===== config.mk =====
export PLATFORM = sky130hd
export DESIGN_NAME = pcg2_clock_gate
export DESIGN_NICKNAME = d
export VERILOG_FILES = /design/src/rtl/pcg2_pkg.sv /design/src/rtl/pcg2_clock_gate.sv
export SDC_FILE = /design/constraint.sdc
export NUM_CORES = 1
export LEC_CHECK = 0
export BUFFER_PORTS_ARGS = -buffer_cell sky130_fd_sc_hd__buf_2
export CORE_MARGIN = 1
export CORE_UTILIZATION = 50
export DETAILED_ROUTE_END_ITERATION = 12
export PLACE_DENSITY = 0.87
export SYNTH_ARGS = -nofsm -noshare
export SYNTH_HDL_FRONTEND = slang
export SYNTH_SLANG_ARGS = --single-unit

===== constraint.sdc =====
create_clock -name clk -period 6.7 [get_ports clk]
set_input_delay 2.01 -clock clk [delete_from_list [all_inputs] [get_ports clk]]
set_output_delay 2.01 -clock clk [all_outputs]
set_load 0.02 [all_outputs]

===== src/rtl/pcg2_pkg.sv =====
// Constants and carrier types for the group-two peripheral clock gating block
`default_nettype none
package pcg2_pkg;

  // Register byte offsets from the system-control base
  localparam logic [11:0] RUN_GATE_OFF   = 12'h108;
  localparam logic [11:0] SLEEP_GATE_OFF = 12'h118;
  localparam logic [11:0] DEEP_GATE_OFF  = 12'h128;
  localparam logic [11:0] CLK_CFG_OFF    = 12'h150;
  localparam logic [11:0] IRQ_STAT_OFF   = 12'h154;
  localparam logic [11:0] IRQ_EN_OFF     = 12'h158;
  localparam logic [11:0] IRQ_CLR_OFF    = 12'h15C;

  // Field positions inside every gating word, and of the select bit in the configuration word
  localparam int USB_BIT    = 16;
  localparam int DMA_BIT    = 13;
  localparam int PORT_E_BIT = 4;
  localparam int PORT_A_BIT = 0;
  localparam int ACG_BIT    = 0;

  // Writable bits of a gating word; the rest read as zero
  localparam logic [31:0] GATE_MASK  = 32'h0001_201F;
  localparam logic [31:0] GATE_RESET = 32'h0000_0000;
  localparam logic [31:0] CFG_MASK   = 32'h0000_0001;
  localparam logic [31:0] CFG_RESET  = 32'h0000_0000;

  // Unit numbering on the access-check port
  localparam int          UNIT_COUNT = 7;
  localparam logic [2:0]  UNIT_DMA   = 3'h5;
  localparam logic [2:0]  UNIT_USB   = 3'h6;

  // Power modes, Gray coded along run -> sleep -> deep sleep
  typedef enum logic [1:0] {
    PCG2_RUN   = 2'h0,
    PCG2_SLEEP = 2'h1,
    PCG2_DEEP  = 2'h3
  } pcg2_mode_e;

  // Gating word layout
  typedef struct packed {
    logic [14:0] rsvdHigh;
    logic        serialBusControllerGate;
    logic [1:0]  rsvdMid;
    logic        microDmaGate;
    logic [7:0]  rsvdLow;
    logic        portEGate;
    logic        portDGate;
    logic        portCGate;
    logic        portBGate;
    logic        portAGate;
  } pcg2_gate_s;

  // Unit access check request
  typedef struct packed {
    logic       valid;
    logic [2:0] unit;
  } pcg2_access_s;

endpackage
`default_nettype wire


===== src/rtl/pcg2_clock_gate.sv =====
// Group-two peripheral clock gating control with Wishbone register slave
//
// Functional notes
// A gating bit of 1 lets its unit's clock run, a 0 holds it stopped.
// An access to a unit whose clock is stopped ends in a bus fault.
// Every gating bit is 0 after reset so all units start unclocked.
// Run mode uses the run gating word, sleep mode the sleep word.
// Sleep words apply only while the auto clock gating select bit is 1.
// USB gate is bit 16, micro-DMA bit 13, ports E..A bits 4..0.
// Reserved bits are read-only zero and software keeps them on update.
// Run word sits at offset 0x108 and sleep word at 0x118.
// A deep-sleep word of the same layout at 0x128 governs deep sleep.
// Enables change only at clock edges so gating cells never glitch.
`default_nettype none
module pcg2_clock_gate
(
  // Clock and reset
  input  wire  logic                  clk,
  input  wire  logic                  sys_rst,
  // Wishbone classic slave
  input  wire  logic                  wb_cyc_i,
  input  wire  logic                  wb_stb_i,
  input  wire  logic                  wb_we_i,
  input  wire  logic [11:0]           wb_adr_i,
  input  wire  logic [3:0]            wb_sel_i,
  input  wire  logic [31:0]           wb_dat_i,
  output logic       [31:0]           wb_dat_o,
  output logic                        wb_ack_o,
  // Power mode requests from the system
  input  wire  logic                  sleepReq,
  input  wire  logic                  deepSleepReq,
  // Unit access check from the peripheral bus
  input  wire  pcg2_pkg::pcg2_access_s accessReq,
  output logic                        accessFault,
  output logic                        accessOk,
  // Clock enables for the units' gating cells
  output pcg2_pkg::pcg2_gate_s        unitClkEn,
  // Interrupt
  output logic                        irq
);

  // Register state
  logic [31:0]          runGate_r;
  logic [31:0]          sleepGate_r;
  logic [31:0]          deepGate_r;
  logic [31:0]          clkCfg_r;
  logic [31:0]          irqStat_r;
  logic [31:0]          irqEn_r;
  pcg2_pkg::pcg2_mode_e mode_r;
  pcg2_pkg::pcg2_mode_e mode_nxt;
  logic [31:0]          effGate;
  logic                 busReq;
  logic                 wrStrobe;
  logic [31:0]          rdData;
  logic [31:0]          faultSet;
  logic [31:0]          clrBits;

  // Byte-lane merge of write data into a register
  function automatic logic [31:0] laneMerge(input logic [31:0] old,
                                            input logic [31:0] data,
                                            input logic [3:0]  sel,
                                            input logic [31:0] mask);
    logic [31:0] m;
    m = {{8{sel[3]}}, {8{sel[2]}}, {8{sel[1]}}, {8{sel[0]}}} & mask;
    laneMerge = (old & ~m) | (data & m);
  endfunction

  // Gating-word bit that belongs to an access-port unit number
  function automatic logic [31:0] unitBit(input logic [2:0] unit);
    if (unit == pcg2_pkg::UNIT_USB)
      unitBit = 32'h0000_0001 << pcg2_pkg::USB_BIT;
    else if (unit == pcg2_pkg::UNIT_DMA)
      unitBit = 32'h0000_0001 << pcg2_pkg::DMA_BIT;
    else if (unit <= 3'(pcg2_pkg::PORT_E_BIT))
      unitBit = 32'h0000_0001 << unit;
    else
      unitBit = 32'h0000_0000;
  endfunction

  // Bus request decode; ack is held off one cycle so each access is single
  assign busReq   = wb_cyc_i & wb_stb_i & ~wb_ack_o;
  assign wrStrobe = busReq & wb_we_i;

  // Power mode follows the system request; deep sleep outranks sleep
  always_comb
  begin
    if (deepSleepReq)
      mode_nxt = pcg2_pkg::PCG2_DEEP;
    else if (sleepReq)
      mode_nxt = pcg2_pkg::PCG2_SLEEP;
    else
      mode_nxt = pcg2_pkg::PCG2_RUN;
  end

  // Mode register
  always_ff @(posedge clk)
  begin
    if (sys_rst)
      mode_r <= pcg2_pkg::PCG2_RUN;
    else
      mode_r <= mode_nxt;
  end

  // Word in force: run word unless auto gating selects a sleep word
  always_comb
  begin
    case (mode_r)
      pcg2_pkg::PCG2_RUN:   effGate = runGate_r;
      pcg2_pkg::PCG2_SLEEP: effGate = clkCfg_r[pcg2_pkg::ACG_BIT]
                                      ? sleepGate_r : runGate_r;
      pcg2_pkg::PCG2_DEEP:  effGate = clkCfg_r[pcg2_pkg::ACG_BIT]
                                      ? deepGate_r : runGate_r;
      default:              effGate = runGate_r;
    endcase
  end

  // Registered enables feed latch-based gating cells, one edge late
  always_ff @(posedge clk)
  begin
    if (sys_rst)
      unitClkEn <= pcg2_pkg::GATE_RESET;
    else
      unitClkEn <= effGate & pcg2_pkg::GATE_MASK;
  end

  // Gating words; only the documented bits can ever be set
  always_ff @(posedge clk)
  begin
    if (sys_rst)
    begin
      runGate_r   <= pcg2_pkg::GATE_RESET;
      sleepGate_r <= pcg2_pkg::GATE_RESET;
      deepGate_r  <= pcg2_pkg::GATE_RESET;
    end
    else if (wrStrobe)
    begin
      if (wb_adr_i == pcg2_pkg::RUN_GATE_OFF)
        runGate_r <= laneMerge(runGate_r, wb_dat_i, wb_sel_i,
                               pcg2_pkg::GATE_MASK);
      if (wb_adr_i == pcg2_pkg::SLEEP_GATE_OFF)
        sleepGate_r <= laneMerge(sleepGate_r, wb_dat_i, wb_sel_i,
                                 pcg2_pkg::GATE_MASK);
      if (wb_adr_i == pcg2_pkg::DEEP_GATE_OFF)
        deepGate_r <= laneMerge(deepGate_r, wb_dat_i, wb_sel_i,
                                pcg2_pkg::GATE_MASK);
    end
  end

  // Configuration word holding the auto clock gating select bit
  always_ff @(posedge clk)
  begin
    if (sys_rst)
      clkCfg_r <= pcg2_pkg::CFG_RESET;
    else if (wrStrobe && wb_adr_i == pcg2_pkg::CLK_CFG_OFF)
      clkCfg_r <= laneMerge(clkCfg_r, wb_dat_i, wb_sel_i,
                            pcg2_pkg::CFG_MASK);
  end

  // Access check against the enables the unit actually sees
  always_ff @(posedge clk)
  begin
    if (sys_rst)
    begin
      accessFault <= 1'b0;
      accessOk    <= 1'b0;
    end
    else
    begin
      accessFault <= accessReq.valid
                     & ~|(unitBit(accessReq.unit) & unitClkEn);
      accessOk    <= accessReq.valid
                     & |(unitBit(accessReq.unit) & unitClkEn);
    end
  end

  // Fault events per unit, in gating-word layout
  assign faultSet = (accessReq.valid & ~|(unitBit(accessReq.unit) & unitClkEn))
                    ? unitBit(accessReq.unit) : 32'h0000_0000;
  assign clrBits  = (wrStrobe && wb_adr_i == pcg2_pkg::IRQ_CLR_OFF)
                    ? laneMerge(32'h0000_0000, wb_dat_i, wb_sel_i,
                                pcg2_pkg::GATE_MASK) : 32'h0000_0000;

  // Sticky status; a new fault wins over a clear in the same cycle
  always_ff @(posedge clk)
  begin
    if (sys_rst)
      irqStat_r <= 32'h0000_0000;
    else
      irqStat_r <= (irqStat_r & ~clrBits) | faultSet;
  end

  // Interrupt enable word
  always_ff @(posedge clk)
  begin
    if (sys_rst)
      irqEn_r <= 32'h0000_0000;
    else if (wrStrobe && wb_adr_i == pcg2_pkg::IRQ_EN_OFF)
      irqEn_r <= laneMerge(irqEn_r, wb_dat_i, wb_sel_i, pcg2_pkg::GATE_MASK);
  end

  // Level interrupt, registered so it is a clean flop output
  always_ff @(posedge clk)
  begin
    if (sys_rst)
      irq <= 1'b0;
    else
      irq <= |(((irqStat_r & ~clrBits) | faultSet) & irqEn_r);
  end

  // Read mux; unmapped and write-only offsets read zero
  always_comb
  begin
    case (wb_adr_i)
      pcg2_pkg::RUN_GATE_OFF:   rdData = runGate_r;
      pcg2_pkg::SLEEP_GATE_OFF: rdData = sleepGate_r;
      pcg2_pkg::DEEP_GATE_OFF:  rdData = deepGate_r;
      pcg2_pkg::CLK_CFG_OFF:    rdData = clkCfg_r;
      pcg2_pkg::IRQ_STAT_OFF:   rdData = irqStat_r;
      pcg2_pkg::IRQ_EN_OFF:     rdData = irqEn_r;
      default:                  rdData = 32'h0000_0000;
    endcase
  end

  // Bus answer one cycle after the request, for one cycle
  always_ff @(posedge clk)
  begin
    if (sys_rst)
    begin
      wb_ack_o <= 1'b0;
      wb_dat_o <= 32'h0000_0000;
    end
    else
    begin
      wb_ack_o <= busReq;
      wb_dat_o <= (busReq & ~wb_we_i) ? rdData : 32'h0000_0000;
    end
  end
endmodule
`default_nettype wire


Word level (Yosys, flattened, before mapping)
Cells that the tools add are included.
{"block": "word_totals", "regBits": 262, "in_bits": 59, "elab_cells": 89}
{"block": "op_classes", "n_lt_le_gt_ge": 1, "n_eq_ne": 11, "shift": 1, "mux": 12, "bitwise": 30, "reduce_logical": 12}
{"operator": "$and A32 B32 Y32", "count": 9}
{"operator": "$mux W32", "count": 6}
{"operator": "$or A32 B32 Y32", "count": 6}
{"operator": "$pmux W32 S6", "count": 1}
{"operator": "$reduce_or A32 Y1", "count": 3}
{"operator": "$eq A12 B9 Y1 const B", "count": 7}
{"operator": "$mux W17", "count": 2}
{"operator": "$pmux W17 S2", "count": 1}
{"operator": "$and A32 B1 Y32", "count": 1}
{"operator": "$and A32 B17 Y32", "count": 1}
{"operator": "$not A1 Y32", "count": 1}
{"operator": "$not A17 Y32", "count": 1}
{"operator": "$not A32 Y32", "count": 1}
{"operator": "$shl A1 B3 Y32 const A", "count": 1}
{"operator": "$and A1 B1 Y1", "count": 7}
{"operator": "$eq A3 B3 Y1 const B", "count": 2}
{"operator": "$reduce_and A2 Y1", "count": 3}
{"operator": "$le A3 B3 Y1 const B", "count": 1}
{"operator": "$logic_and A1 B1 Y1", "count": 3}
{"operator": "$not A1 Y1", "count": 3}
{"operator": "$eq A2 B1 Y1 const B", "count": 1}
{"operator": "$eq A2 B2 Y1 const B", "count": 1}
{"operator": "$logic_not A1 Y1", "count": 2}
{"operator": "$mux W2", "count": 1}
{"operator": "other kinds (2)", "count": 2}

Longest topological paths before layout
Gate-level depths: netlist of the first run.
{"block": "logic_depth", "ltp_word": 12, "ltp_mapped": 7, "depth_no_buf": 5}

Least setup slack after synthesis of the first run
No wires, ideal clock.
{"block": "synth_timing", "kind": "input port to flip-flop", "startpoint": "in wb_adr_i[11]", "endpoint": "reg irq", "arrival_ns": 3.580, "t_required_ns": 6.567, "setup_slack_ns": 2.987, "stages": 7, "n_path_buf": 2, "cell_sequence": "or4_4 -> buf_6 -> nor4_4 -> buf_6 -> a31oi_1 -> nor4_1 -> a31oi_1"}
{"block": "synth_between", "elab_chain_cells": 8}
{"item": "start: declaration", "line_no": "pcg2_clock_gate.sv:24", "source": "input wire logic [11:0] wb_adr_i,"}
{"item": "$eq A12 B9 Y1", "line_no": "pcg2_clock_gate.sv:179", "source": "assign clrBits = (wrStrobe && wb_adr_i == pcg2_pkg::IRQ_CLR_OFF)"}
{"item": "$logic_and A1 B1 Y1", "line_no": "pcg2_clock_gate.sv:179"}
{"item": "$mux W32", "line_no": "pcg2_clock_gate.sv:180", "source": "? laneMerge(32'h0000_0000, wb_dat_i, wb_sel_i,"}
{"item": "$not A32 Y32", "line_no": "pcg2_clock_gate.sv:207", "source": "irq <= |(((irqStat_r & ~clrBits) | faultSet) & irqEn_r);"}
{"item": "$and A32 B32 Y32", "line_no": "pcg2_clock_gate.sv:207"}
{"item": "$or A32 B32 Y32", "line_no": "pcg2_clock_gate.sv:207"}
{"item": "$and A32 B32 Y32", "line_no": "pcg2_clock_gate.sv:207"}
{"item": "$reduce_or A32 Y1", "line_no": "pcg2_clock_gate.sv:207"}
{"item": "end signal: assignment", "line_no": "pcg2_clock_gate.sv:207"}
{"item": "end: declaration", "line_no": "pcg2_clock_gate.sv:39", "source": "output logic irq"}
Every way passes these cells.
A chain may end at the register's enable or synchronous reset.

Worst setup path after layout of the first run
{"block": "layout_timing", "startpoint": "in wb_adr_i[7]", "endpoint": "reg wb_dat_o[13]"}
{"block": "layout_between", "elab_chain_cells": 2, "elab_cells_between_ends": 7}
{"item": "$eq A12 B9 Y1", "line_no": "pcg2_clock_gate.sv:213", "source": "case (wb_adr_i)"}
{"item": "$pmux W32 S6 *", "line_no": "pcg2_clock_gate.sv:213"}
{"item": "end signal: assignment", "line_no": "pcg2_clock_gate.sv:235", "source": "wb_dat_o <= (busReq & ~wb_we_i) ? rdData : 32'h0000_0000;"}
{"item": "end: declaration", "line_no": "pcg2_clock_gate.sv:27", "source": "output logic [31:0] wb_dat_o,"}
Mark *: on every way between the ends. The rest lies on a longest branch, timed or not.

==> impl_metrics.prom, run 1 <==
# TYPE chip_impl_metric gauge
chip_impl_info{name="run_status",value="completed"} 1
chip_impl_metric{name="antenna_cells_inserted",unit=""} 0
chip_impl_metric{name="io_buffers",unit=""} 75
chip_impl_metric{name="hpwlAfterDp",unit="µm"} 5412
chip_impl_metric{name="clock_skew",unit="ns"} 0.006240
chip_impl_metric{name="synthesis.yosys.warnings",unit=""} 0
chip_impl_metric{name="worst_pin_slew",unit="ns"} 1.114
chip_impl_metric{name="slowest_delay",unit="ns"} 0.97
chip_impl_metric{name="syn2layout_area_growth",unit="%"} 10.21
chip_impl_metric{name="fillCellCount",unit=""} 559
chip_impl_metric{name="rows",unit=""} 28
chip_impl_metric{name="drtPass1Iterations",unit=""} 6
chip_impl_metric{name="clk_pin_slew_worst_paths",unit="ns"} 0.06
chip_impl_metric{name="vdd.ir_drop.worst",unit="mV"} 0.1543
chip_impl_info{name="ys.flop_type",value="sky130_fd_sc_hd__dfxtp_1"} 1
chip_impl_metric{name="drive_gt1_share",unit="%"} 27.07
chip_impl_metric{name="clk_latency",unit="ns"} 0.35
chip_impl_metric{name="multi_input_comb_area",unit="µm²"} 1603
chip_impl_metric{name="routed_via_density",unit=""} 5.736
chip_impl_metric{name="synth_area",unit="µm²"} 3234
chip_impl_metric{name="design.core.area",unit="µm²"} 6096
chip_impl_info{name="cts_tree",value="done"} 1
chip_impl_metric{name="max_slew_margin",unit="%"} 25.11
chip_impl_metric{name="routed_wire_length_per_instance",unit="µm"} 16.07
chip_impl_metric{name="final-seq-area",unit="µm²"} 1261
chip_impl_metric{name="cellPowerDensity",unit="nW/µm²"} 218.1
chip_impl_info{name="worst_setup_path_end_kind",value="flip-flop"} 1
chip_impl_metric{name="timing.critical_path.required",unit="ns"} 6.97
chip_impl_metric{name="fin_setup_tns",unit="ns"} 0
chip_impl_metric{name="finalWorstSetupSlack",unit="ns"} 2.509
chip_impl_metric{name="drtAntennaViolNets",unit=""} 0
chip_impl_metric{name="top_level_ports",unit=""} 127
chip_impl_metric{name="critical_path_arrival",unit="ns"} 4.46
chip_impl_metric{name="final_min_period_over_clock_period",unit="%"} 62.55
chip_impl_metric{name="detail_route.iter0.violations",unit=""} 309
chip_impl_metric{name="cts-buffers-inserted",unit=""} 9
chip_impl_metric{name="global_route.overflow_total",unit=""} 0
chip_impl_metric{name="die_height",unit="µm"} 82.43
chip_impl_metric{name="finalHoldViolations",unit=""} 0
chip_impl_metric{name="syn-instance-count",unit=""} 360
chip_impl_metric{name="synth_edf_count",unit=""} 0
chip_impl_metric{name="cts_repair_resize_count",unit=""} 0
chip_impl_metric{name="finalWeightedCongestion",unit=""} 0.9405
chip_impl_info{name="worst_hold_path_type",value="reg -> reg"} 1
chip_impl_metric{name="htreeDepth",unit=""} 3
chip_impl_metric{name="grt.total_usage",unit="%"} 24.48
chip_impl_metric{name="crit_buf_inv",unit=""} 2
chip_impl_metric{name="die_area",unit="µm²"} 6795
chip_impl_metric{name="place_worst_setup_slack",unit="ns"} 2.263
chip_impl_metric{name="synth_cell_types",unit=""} 40
chip_impl_metric{name="cellLeakagePower",unit="nW"} 1.529
chip_impl_info{name="final_common_cell",value="sky130_fd_sc_hd__buf_2"} 1
chip_impl_metric{name="period_needed",unit="ns"} 4.191
chip_impl_info{name="final_cell_mix",value="sky130_fd_sc_hd__buf_2 (75), sky130_fd_sc_hd__dfxtp_1 (63), sky130_fd_sc_hd__nor2_1 (43)"} 1
chip_impl_metric{name="design_power_total",unit="mW"} 0.7774
chip_impl_metric{name="final-setup-viol-count",unit=""} 0
chip_impl_info{name="critical_path.startpoint_type",value="input pin"} 1
chip_impl_metric{name="drv.max_cap_violation_count",unit=""} 0
chip_impl_metric{name="asyncSetResetFlopFracSynth",unit="%"} 0
chip_impl_metric{name="antenna_violations_before_repair",unit=""} 0
chip_impl_metric{name="grt_pass1_wl",unit="µm"} 12050
chip_impl_metric{name="floorplan.die.width",unit="µm"} 82.43
chip_impl_metric{name="final_layout_net_count",unit=""} 464
chip_impl_metric{name="ctsLongestPathBuffers",unit=""} 2
chip_impl_metric{name="grt_max_degree",unit=""} 53
chip_impl_metric{name="detailroute.via_count",unit=""} 2782
chip_impl_metric{name="cts_hold_buffers",unit=""} 0
chip_impl_metric{name="synth_area_per_cell",unit="µm²"} 8.984
chip_impl_metric{name="remaining_drc_errors",unit=""} 0
chip_impl_info{name="worst-setup-path-type",value="in -> reg"} 1
chip_impl_metric{name="cts.repair_timing.setup_buffer_count",unit=""} 0
chip_impl_metric{name="first_global_vias",unit=""} 2460
chip_impl_metric{name="critPathMaxFanout",unit=""} 8
chip_impl_metric{name="start_util",unit="%"} 53.06
chip_impl_metric{name="max_clock_freq",unit="MHz"} 238.6
chip_impl_info{name="crit_path_cell_trace",value="buf_2, or3b_1, nor4_2, o41ai_1, buf_4, a21oi_1"} 1
chip_impl_metric{name="final_core_util",unit="%"} 58.48
chip_impl_info{name="crit_path_top_delay_cell",value="sky130_fd_sc_hd__nor4_2"} 1
chip_impl_metric{name="maxSlewViolCount",unit=""} 0
chip_impl_info{name="cts.root.buffer_cell",value="sky130_fd_sc_hd__clkbuf_8"} 1
chip_impl_metric{name="yosysSeqAreaShare",unit="%"} 38.99
chip_impl_metric{name="clock-sinks",unit=""} 63
chip_impl_info{name="unrepaired_setup_endpoints_after_global_routing",value="no"} 1
chip_impl_metric{name="postSynthRegisterBits",unit=""} 63
chip_impl_metric{name="drt_wl_total",unit="µm"} 7796
chip_impl_info{name="critical_path.top_delay_family",value="simple AND/OR/NAND/NOR gates"} 1
-- logic make-up (layout without fill, tap and decap cells) --
group,Yosys count,count (layout),synth area share [%]
compound gates,59,59,12.19
mux,43,43,13.69
other cells,1,26,0.1159
buf+inv,72,97,14.35
simple gates,122,122,20.66
flops,63,63,38.99
-- state kept, by name, summed over array words and instances, names as in the netlist --
name / flops
sleepGate_r: 7
clkCfg_r: 1
irq: 1
wb_dat_o: 11
runGate_r: 7
wb_ack_o: 1
accessOk: 1
mode_r: 2
irqEn_r: 7
irqStat_r: 10
accessFault: 1
deepGate_r: 7
unitClkEn: 7
-- layout make-up --
| cell class | count | share of cell area, % |
|---|---|---|
| clock inverters | 6 | 1.685 |
| well taps | 75 | 2.633 |
| clock buffers | 10 | 3.861 |
| inverters | 3 | 0.3159 |
| multi-input cells | 250 | 44.96 |
| repair buffers | 78 | 11.16 |
| flip-flops and latches | 63 | 35.38 |
-- power by group --
| part | internal [mW] | switching [mW] |
|---|---|---|
| clock network | 0.179 | 0.146 |
| registers | 0.378 | 0.00411 |
| logic | 0.0196 | 0.0503 |
-- stage by stage --
stage	instances	hold slack [ns]	cell area, µm²
after floorplan	385	0.4292	3328
after global placement	469	0.4453	3367
after detailed placement	469	0.4596	3367
after CTS	485	0.4733	3565
after global routing	485	0.4871	3565
final	485	0.4707	3565
-- final timing paths --
kind | startpoint | endpoint | slack (ns) | depth (start not counted)
worst max register to register | wb_ack_o | deepGate_r[1] | 4.38 | 5
worst max-delay path | wb_adr_i[7] | wb_dat_o[13] | 2.51 | 6
worst min register to register | wb_ack_o | wb_ack_o | 0.47 | 1
worst min-delay path | wb_ack_o | wb_ack_o | 0.47 | 1
-- synth_stat cells, types with 2 or more instances --
master | number | share of area, %
sky130_fd_sc_hd__clkbuf_1 | 16 | 1.9
sky130_fd_sc_hd__buf_4 | 46 | 11
sky130_fd_sc_hd__nor3_1 | 2 | 0.31
sky130_fd_sc_hd__nand3_1 | 17 | 2.6
sky130_fd_sc_hd__nor4_4 | 3 | 2.0
sky130_fd_sc_hd__nor4_1 | 3 | 0.58
sky130_fd_sc_hd__nand3b_1 | 2 | 0.46
sky130_fd_sc_hd__a211oi_1 | 8 | 1.9
sky130_fd_sc_hd__dfxtp_1 | 63 | 39
sky130_fd_sc_hd__nand2_1 | 21 | 2.4
sky130_fd_sc_hd__nor2b_1 | 7 | 1.4
sky130_fd_sc_hd__a22oi_1 | 14 | 3.2
sky130_fd_sc_hd__buf_2 | 5 | 0.77
sky130_fd_sc_hd__a21oi_1 | 19 | 2.9
sky130_fd_sc_hd__mux2_2 | 10 | 3.5
sky130_fd_sc_hd__or3b_1 | 3 | 0.81
sky130_fd_sc_hd__a31oi_1 | 7 | 1.4
sky130_fd_sc_hd__buf_6 | 2 | 0.70
sky130_fd_sc_hd__nand2b_1 | 3 | 0.58
sky130_fd_sc_hd__nor4_2 | 3 | 1.2
sky130_fd_sc_hd__and2_1 | 4 | 0.77
sky130_fd_sc_hd__a32oi_1 | 3 | 0.81
sky130_fd_sc_hd__mux2i_1 | 33 | 10
sky130_fd_sc_hd__o21ai_0 | 2 | 0.31
sky130_fd_sc_hd__and3_1 | 3 | 0.58
sky130_fd_sc_hd__nor2_1 | 43 | 5.0
sky130_fd_sc_hd__inv_1 | 3 | 0.35
sky130_fd_sc_hd__and2_0 | 3 | 0.58
-- layer usage --
layer,part of all wire (%),wire length [µm],track usage (%)
met5,0,0,0
met3,9.0,703,6.264
met2,48,3780,39.83
met4,2.1,163,11.23
met1,40,3149,30.20
(Power assumes the default switching activity.)
==> run 2: changes to the inputs <==
--- a/config.mk
+++ b/config.mk
@@ -7,9 +7,9 @@
 export LEC_CHECK = 0
 export BUFFER_PORTS_ARGS = -buffer_cell sky130_fd_sc_hd__buf_2
 export CORE_MARGIN = 1
-export CORE_UTILIZATION = 50
+export CORE_UTILIZATION = 44
 export DETAILED_ROUTE_END_ITERATION = 12
-export PLACE_DENSITY = 0.87
+export PLACE_DENSITY = 0.81
 export SYNTH_ARGS = -nofsm -noshare
 export SYNTH_HDL_FRONTEND = slang
 export SYNTH_SLANG_ARGS = --single-unit
==> constraint.sdc (replaced) <==
create_clock -name clk -period 3.5 [get_ports clk]
set_input_delay 1.05 -clock clk [delete_from_list [all_inputs] [get_ports clk]]
set_output_delay 1.05 -clock clk [all_outputs]
set_load 0.02 [all_outputs]
==> impl_metrics.prom, run 2 (synthesis results as in run 1) <==
# TYPE chip_impl_metric gauge
chip_impl_metric{name="clock-sinks",unit=""} 63
chip_impl_metric{name="drive_gt1_share",unit="%"} 27.18
chip_impl_metric{name="design.core.area",unit="µm²"} 6944
chip_impl_metric{name="finalWeightedCongestion",unit=""} 0.9005
chip_impl_info{name="cts.root.buffer_cell",value="sky130_fd_sc_hd__clkbuf_8"} 1
chip_impl_metric{name="fin_setup_tns",unit="ns"} 0
chip_impl_metric{name="floorplan.die.width",unit="µm"} 87.74
chip_impl_metric{name="r2r.worst_path.cells",unit=""} 6
chip_impl_metric{name="multi_input_comb_area",unit="µm²"} 1603
chip_impl_metric{name="final-setup-viol-count",unit=""} 0
chip_impl_metric{name="fillCellCount",unit=""} 638
chip_impl_info{name="crit_path_cell_trace",value="buf_2, or4_4, nor4_4, buf_4, a31oi_1, nor4_1, a31oi_1"} 1
chip_impl_info{name="topRoutingLayerUsed",value="met4"} 1
chip_impl_info{name="unrepaired_setup_endpoints_after_global_routing",value="no"} 1
chip_impl_metric{name="detail_route.iter0.violations",unit=""} 253
chip_impl_info{name="critical_path.startpoint_type",value="input pin"} 1
chip_impl_metric{name="grt.total_usage",unit="%"} 19.86
chip_impl_metric{name="drv.max_cap_violation_count",unit=""} 0
chip_impl_metric{name="top_level_ports",unit=""} 127
chip_impl_metric{name="clock_skew",unit="ns"} 0.006552
chip_impl_info{name="regToRegStartpoint",value="wb_ack_o"} 1
chip_impl_info{name="largest-register",value="wb_dat_o"} 1
chip_impl_metric{name="max_slew_margin",unit="%"} 45.33
chip_impl_metric{name="final_layout_net_count",unit=""} 469
chip_impl_metric{name="detailroute.via_count",unit=""} 2690
chip_impl_info{name="final_cell_mix",value="sky130_fd_sc_hd__buf_2 (75), sky130_fd_sc_hd__dfxtp_1 (63), sky130_fd_sc_hd__nor2_1 (43)"} 1
chip_impl_info{name="final_common_cell",value="sky130_fd_sc_hd__buf_2"} 1
chip_impl_metric{name="htreeDepth",unit=""} 3
chip_impl_metric{name="max_clock_freq",unit="MHz"} 369.6
chip_impl_metric{name="final_min_period_over_clock_period",unit="%"} 77.30
chip_impl_info{name="worst_hold_path_type",value="reg -> reg"} 1
chip_impl_metric{name="die_area",unit="µm²"} 7697
chip_impl_metric{name="period_needed",unit="ns"} 2.705
chip_impl_metric{name="cts_hold_buffers",unit=""} 0
chip_impl_metric{name="antenna_violations_before_repair",unit=""} 0
chip_impl_info{name="reg_top3",value="wb_dat_o: 11 flops, irqStat_r: 10 flops"} 1
chip_impl_metric{name="maxSlewViolCount",unit=""} 0
chip_impl_metric{name="die_height",unit="µm"} 87.74
chip_impl_metric{name="design_power_total",unit="mW"} 1.473
chip_impl_metric{name="met2_wirelength",unit="µm"} 3342
chip_impl_metric{name="final-seq-area",unit="µm²"} 1261
chip_impl_metric{name="finalWorstSetupSlack",unit="ns"} 0.7947
chip_impl_metric{name="drtPass1Iterations",unit=""} 4
chip_impl_metric{name="post-place-cells",unit=""} 495
chip_impl_metric{name="worst_pin_slew",unit="ns"} 0.8196
chip_impl_metric{name="drtAntennaViolNets",unit=""} 0
chip_impl_metric{name="critical_path_arrival",unit="ns"} 2.90
chip_impl_metric{name="hpwlAfterDp",unit="µm"} 5140
chip_impl_info{name="critical_path.most_common_cell",value="sky130_fd_sc_hd__a31oi_1"} 1
chip_impl_info{name="worst_setup_path_end_kind",value="flip-flop"} 1
chip_impl_metric{name="first_global_vias",unit=""} 2376
chip_impl_metric{name="antenna_cells_inserted",unit=""} 0
chip_impl_metric{name="timing.critical_path.required",unit="ns"} 3.70
chip_impl_metric{name="remaining_drc_errors",unit=""} 0
chip_impl_metric{name="crit_buf_inv",unit=""} 2
chip_impl_metric{name="rows",unit=""} 30
chip_impl_info{name="worst-setup-path-type",value="in -> reg"} 1
chip_impl_metric{name="start_util",unit="%"} 46.58
chip_impl_metric{name="routed_wire_length_per_instance",unit="µm"} 14.18
chip_impl_metric{name="cellPowerDensity",unit="nW/µm²"} 407.3
chip_impl_metric{name="met3_wirelength",unit="µm"} 619
chip_impl_metric{name="whs",unit="ns"} 0.4692
chip_impl_metric{name="clk_latency",unit="ns"} 0.34
chip_impl_metric{name="slowest_delay",unit="ns"} 0.61
chip_impl_metric{name="grt_max_degree",unit=""} 52
chip_impl_metric{name="drt_wl_total",unit="µm"} 7204
chip_impl_metric{name="timing.reg2reg.setup_slack",unit="ns"} 1.70
chip_impl_metric{name="routedLengthMet1",unit="µm"} 3143
chip_impl_metric{name="vdd.ir_drop.worst",unit="mV"} 0.1584
chip_impl_metric{name="cts_repair_resize_count",unit=""} 0
chip_impl_metric{name="final-instance-count-excl-fill",unit=""} 508
chip_impl_info{name="timing.critical_path.to",value="irq"} 1
chip_impl_metric{name="max_ffs_per_register",unit=""} 11
chip_impl_info{name="cts_tree",value="done"} 1
chip_impl_metric{name="global_route.overflow_total",unit=""} 0
chip_impl_metric{name="grt_pass1_wl",unit="µm"} 11450
chip_impl_metric{name="critPathMaxFanout",unit=""} 14
chip_impl_info{name="crit-reg2reg-capture",value="sleepGate_r[3]"} 1
chip_impl_metric{name="finalHoldViolations",unit=""} 0
chip_impl_info{name="setup.worst_path.start",value="wb_adr_i[11]"} 1
chip_impl_metric{name="cts.repair_timing.setup_buffer_count",unit=""} 0
chip_impl_info{name="crit_path_top_delay_cell",value="sky130_fd_sc_hd__or4_4"} 1
chip_impl_info{name="critical_path.top_delay_family",value="simple AND/OR/NAND/NOR gates"} 1
chip_impl_metric{name="worst-path-stages",unit=""} 7
chip_impl_metric{name="place_worst_setup_slack",unit="ns"} 0.4558
chip_impl_metric{name="syn2layout_area_growth",unit="%"} 11.80
chip_impl_metric{name="cellLeakagePower",unit="nW"} 1.552
chip_impl_metric{name="io_buffers",unit=""} 75
chip_impl_metric{name="routed_via_density",unit=""} 5.295
chip_impl_metric{name="ctsLongestPathBuffers",unit=""} 2
chip_impl_info{name="run_status",value="completed"} 1
chip_impl_metric{name="cts-buffers-inserted",unit=""} 9
chip_impl_metric{name="clk_pin_slew_worst_paths",unit="ns"} 0.06
[run 2: cell count changes in the layout (fill, tap and decap cells not counted)]
cell,delta
sky130_fd_sc_hd__clkinvlp_4,-2
sky130_fd_sc_hd__clkinv_2,-3
sky130_fd_sc_hd__clkbuf_8,+1
sky130_fd_sc_hd__clkbuf_1,+1
sky130_fd_sc_hd__buf_4,+5
[run 2: cell type report]
type	count	share of cell area, %
multi-input cells	250	44.33
flip-flops and latches	63	34.88
repair buffers	83	12.04
clock buffers	12	4.291
well taps	96	3.322
clock inverters	1	0.8304
inverters	3	0.3114
[run 2: report_power, final]
part           internal, mW  total [mW]  switching, mW
logic                0.0386       0.134         0.0952
clock network         0.356       0.608          0.252
registers             0.723       0.731        0.00780
[run 2: how the worst min path moves through the flow]
| stage | cells after the start | from | end | slack, ns |
|---|---|---|---|---|
| final | 1 | irqStat_r[5] | irqStat_r[5] | 0.47 |
| after global routing | 1 | irqStat_r[5] | irqStat_r[5] | 0.49 |
| after CTS | 1 | irqStat_r[5] | irqStat_r[5] | 0.47 |
| after detailed placement | 1 | irqStat_r[6] | irqStat_r[6] | 0.46 |
| after global placement | 1 | irqStat_r[7] | irqStat_r[7] | 0.44 |
| after floorplan | 1 | irqStat_r[5] | irqStat_r[5] | 0.43 |
[run 2: metal layers]
layer,vias up,global-route usage (%)
met4,0,7.750
met2,145,30.44
li1,1290,-
met5,-,0
met1,1242,26.45
met3,13,5.561
[run 2: per-stage QoR]
stage	cell area, µm²	utilization, %
after floorplan	3328	-
after global placement	3431	49.41
after detailed placement	3431	49.41
after CTS	3616	52.07
after global routing	3616	52.07
final	3616	52.07
==> run 3: changes to the inputs <==
--- a/config.mk
+++ b/config.mk
@@ -7,9 +7,9 @@
 export LEC_CHECK = 0
 export BUFFER_PORTS_ARGS = -buffer_cell sky130_fd_sc_hd__buf_2
 export CORE_MARGIN = 1
-export CORE_UTILIZATION = 44
+export CORE_UTILIZATION = 49
 export DETAILED_ROUTE_END_ITERATION = 12
-export PLACE_DENSITY = 0.81
+export PLACE_DENSITY = 0.85
 export SYNTH_ARGS = -nofsm -noshare
 export SYNTH_HDL_FRONTEND = slang
 export SYNTH_SLANG_ARGS = --single-unit
==> constraint.sdc (replaced) <==
create_clock -name clk -period 2.81 [get_ports clk]
set_input_delay 0.843 -clock clk [delete_from_list [all_inputs] [get_ports clk]]
set_output_delay 0.843 -clock clk [all_outputs]
set_load 0.02 [all_outputs]
==> impl_metrics.prom, run 3 (synthesis results as in run 1) <==
# TYPE chip_impl_metric gauge
chip_impl_info{name="critical_path.most_common_cell",value="sky130_fd_sc_hd__a31oi_1"} 1
chip_impl_metric{name="drtAntennaViolNets",unit=""} 0
chip_impl_metric{name="detail_route.iter0.violations",unit=""} 245
chip_impl_metric{name="p_int",unit="mW"} 1.267
chip_impl_metric{name="critical_path_arrival",unit="ns"} 2.63
chip_impl_metric{name="final_core_util",unit="%"} 57.64
chip_impl_info{name="cts.root.buffer_cell",value="sky130_fd_sc_hd__clkbuf_8"} 1
chip_impl_metric{name="floorplan.die.width",unit="µm"} 83.25
chip_impl_metric{name="grt.total_usage",unit="%"} 23.51
chip_impl_metric{name="drtPass1Iterations",unit=""} 6
chip_impl_metric{name="drive_gt1_share",unit="%"} 29.41
chip_impl_metric{name="clk_latency",unit="ns"} 0.34
chip_impl_metric{name="grt_pass1_wl",unit="µm"} 12720
chip_impl_metric{name="final_min_period_over_clock_period",unit="%"} 86.39
chip_impl_info{name="reg_top3",value="wb_dat_o: 11 flops, irqStat_r: 10 flops"} 1
chip_impl_metric{name="finalWeightedCongestion",unit=""} 0.9057
chip_impl_info{name="unrepaired_setup_endpoints_after_global_routing",value="no"} 1
chip_impl_info{name="critical_path.top_delay_family",value="simple AND/OR/NAND/NOR gates"} 1
chip_impl_info{name="cts_tree",value="done"} 1
chip_impl_metric{name="fillCellCount",unit=""} 563
chip_impl_info{name="worst-setup-path-type",value="in -> reg"} 1
chip_impl_metric{name="syn2layout_area_growth",unit="%"} 13.15
chip_impl_metric{name="max_slew_margin",unit="%"} 43.52
chip_impl_metric{name="seq_power_share",unit="%"} 52.0
chip_impl_metric{name="antenna_cells_inserted",unit=""} 0
chip_impl_metric{name="final-instance-count-excl-fill",unit=""} 502
chip_impl_info{name="final_cell_mix",value="sky130_fd_sc_hd__buf_2 (75), sky130_fd_sc_hd__dfxtp_1 (63), sky130_fd_sc_hd__nor2_1 (43)"} 1
chip_impl_metric{name="grt_max_degree",unit=""} 35
chip_impl_info{name="final_common_cell",value="sky130_fd_sc_hd__buf_2"} 1
chip_impl_metric{name="power.net_switching",unit="mW"} 0.4832
chip_impl_info{name="critical_path.startpoint_type",value="input pin"} 1
chip_impl_metric{name="slowest_delay",unit="ns"} 0.59
chip_impl_metric{name="cellLeakagePower",unit="nW"} 1.586
chip_impl_metric{name="routed_via_density",unit=""} 5.610
chip_impl_metric{name="cts.repair_timing.setup_buffer_count",unit=""} 0
chip_impl_metric{name="detailroute.via_count",unit=""} 2816
chip_impl_info{name="run_status",value="completed"} 1
chip_impl_metric{name="maxSlewViolCount",unit=""} 0
chip_impl_info{name="crit_path_cell_trace",value="buf_2, or4_4, nor4_4, buf_12, a31oi_1, nor4_1, a31oi_1"} 1
chip_impl_info{name="largest-register",value="wb_dat_o"} 1
chip_impl_info{name="worst_setup_path_end_kind",value="flip-flop"} 1
chip_impl_metric{name="die_height",unit="µm"} 83.25
chip_impl_info{name="crit_path_top_delay_cell",value="sky130_fd_sc_hd__or4_4"} 1
chip_impl_metric{name="multi_input_comb_area",unit="µm²"} 1603
chip_impl_info{name="worst_hold_path_type",value="reg -> reg"} 1
chip_impl_metric{name="crit_buf_inv",unit=""} 2
chip_impl_metric{name="htreeDepth",unit=""} 3
chip_impl_metric{name="power.combinational.fraction",unit="%"} 9.9
chip_impl_metric{name="clock-sinks",unit=""} 63
chip_impl_metric{name="drt_wl_total",unit="µm"} 7866
chip_impl_metric{name="design.core.area",unit="µm²"} 6350
chip_impl_metric{name="io_buffers",unit=""} 75
chip_impl_metric{name="final-seq-area",unit="µm²"} 1261
chip_impl_metric{name="max_clock_freq",unit="MHz"} 411.9
chip_impl_metric{name="critPathMaxFanout",unit=""} 14
chip_impl_metric{name="hpwlAfterDp",unit="µm"} 5537
chip_impl_metric{name="final-setup-viol-count",unit=""} 0
chip_impl_metric{name="worst_pin_slew",unit="ns"} 0.8468
chip_impl_metric{name="ctsLongestPathBuffers",unit=""} 2
chip_impl_metric{name="post-place-cells",unit=""} 486
chip_impl_metric{name="remaining_drc_errors",unit=""} 0
chip_impl_metric{name="vdd.ir_drop.worst",unit="mV"} 0.4002
chip_impl_metric{name="max_ffs_per_register",unit=""} 11
chip_impl_metric{name="clock_power_share",unit="%"} 38.0
chip_impl_metric{name="global_route.overflow_total",unit=""} 0
chip_impl_metric{name="die_area",unit="µm²"} 6930
chip_impl_metric{name="finalHoldViolations",unit=""} 0
chip_impl_metric{name="rows",unit=""} 29
chip_impl_metric{name="final_layout_net_count",unit=""} 479
chip_impl_metric{name="first_global_vias",unit=""} 2546
chip_impl_metric{name="fin_setup_tns",unit="ns"} 0
chip_impl_metric{name="power.switching_fraction",unit="%"} 27.61
chip_impl_metric{name="top_level_ports",unit=""} 127
chip_impl_metric{name="cts-buffers-inserted",unit=""} 9
chip_impl_metric{name="timing.critical_path.required",unit="ns"} 3.02
chip_impl_metric{name="clk_pin_slew_worst_paths",unit="ns"} 0.07
chip_impl_metric{name="cts_hold_buffers",unit=""} 0
chip_impl_metric{name="antenna_violations_before_repair",unit=""} 0
chip_impl_metric{name="drv.max_cap_violation_count",unit=""} 0
chip_impl_metric{name="clock_skew",unit="ns"} 0.003896
chip_impl_metric{name="start_util",unit="%"} 50.94
chip_impl_metric{name="routed_wire_length_per_instance",unit="µm"} 15.67
chip_impl_metric{name="period_needed",unit="ns"} 2.428
chip_impl_metric{name="cellPowerDensity",unit="nW/µm²"} 478.2
chip_impl_metric{name="cts_repair_resize_count",unit=""} 0
run 3: through the flow:
step           hold slack (ns)  worst slack, ns  cell area, µm²  power, mW
3_3_place_gp            0.4450          0.04669            3495      1.100
6_report                0.4547           0.3823            3660      1.750
2_1_floorplan           0.4292           0.2638            3328      1.083
3_5_place_dp            0.4517          0.03610            3495      1.103
4_1_cts                 0.4588           0.3910            3660      1.759
5_1_grt                 0.4719           0.2400            3660      1.821
run 3: metal layers:
layer	vias to the layer above	share of wire (%)	GRT usage, %
met5	-	0	0
li1	1320	-	-
met4	0	3.1	12.07
met1	1314	41	30.02
met3	22	8.4	4.076
met2	160	47	38.08
run 3: layout make-up:
type	instances	area share, %
multi-input combinational	250	43.79
timing repair buffer	93	14.29
inverter	3	0.3077
clock buffer	10	3.487
clock inverter	6	1.026
tap	77	2.632
sequential	63	34.46
run 3: worst register-to-register path, stage by stage, from the launching register on:
cell,delay [ns]
sky130_fd_sc_hd__dfxtp_1,0.32
sky130_fd_sc_hd__and4b_1,0.33
sky130_fd_sc_hd__and2_0,0.16
sky130_fd_sc_hd__buf_4,0.20
sky130_fd_sc_hd__and2_1,0.41
sky130_fd_sc_hd__mux2i_1,0.26
sky130_fd_sc_hd__nor2_1,0.07
run 3: worst paths after layout:
kind | from | to | slack (ns) | cells after the start
setup reg to reg | wb_ack_o | sleepGate_r[4] | 0.93 | 6
hold reg to reg | wb_ack_o | wb_ack_o | 0.45 | 1
setup / recovery | wb_adr_i[11] | irq | 0.38 | 7
hold / removal | wb_ack_o | wb_ack_o | 0.45 | 1
run 3: power by group through the flow:
stage / logic (mW) / registers, mW / clock network [mW]
detailed placement: 0.172 / 0.931 / 0
floorplan: 0.153 / 0.930 / 0
global placement: 0.170 / 0.930 / 0
CTS: 0.172 / 0.910 / 0.676
global route: 0.186 / 0.911 / 0.725
finish: 0.174 / 0.910 / 0.666
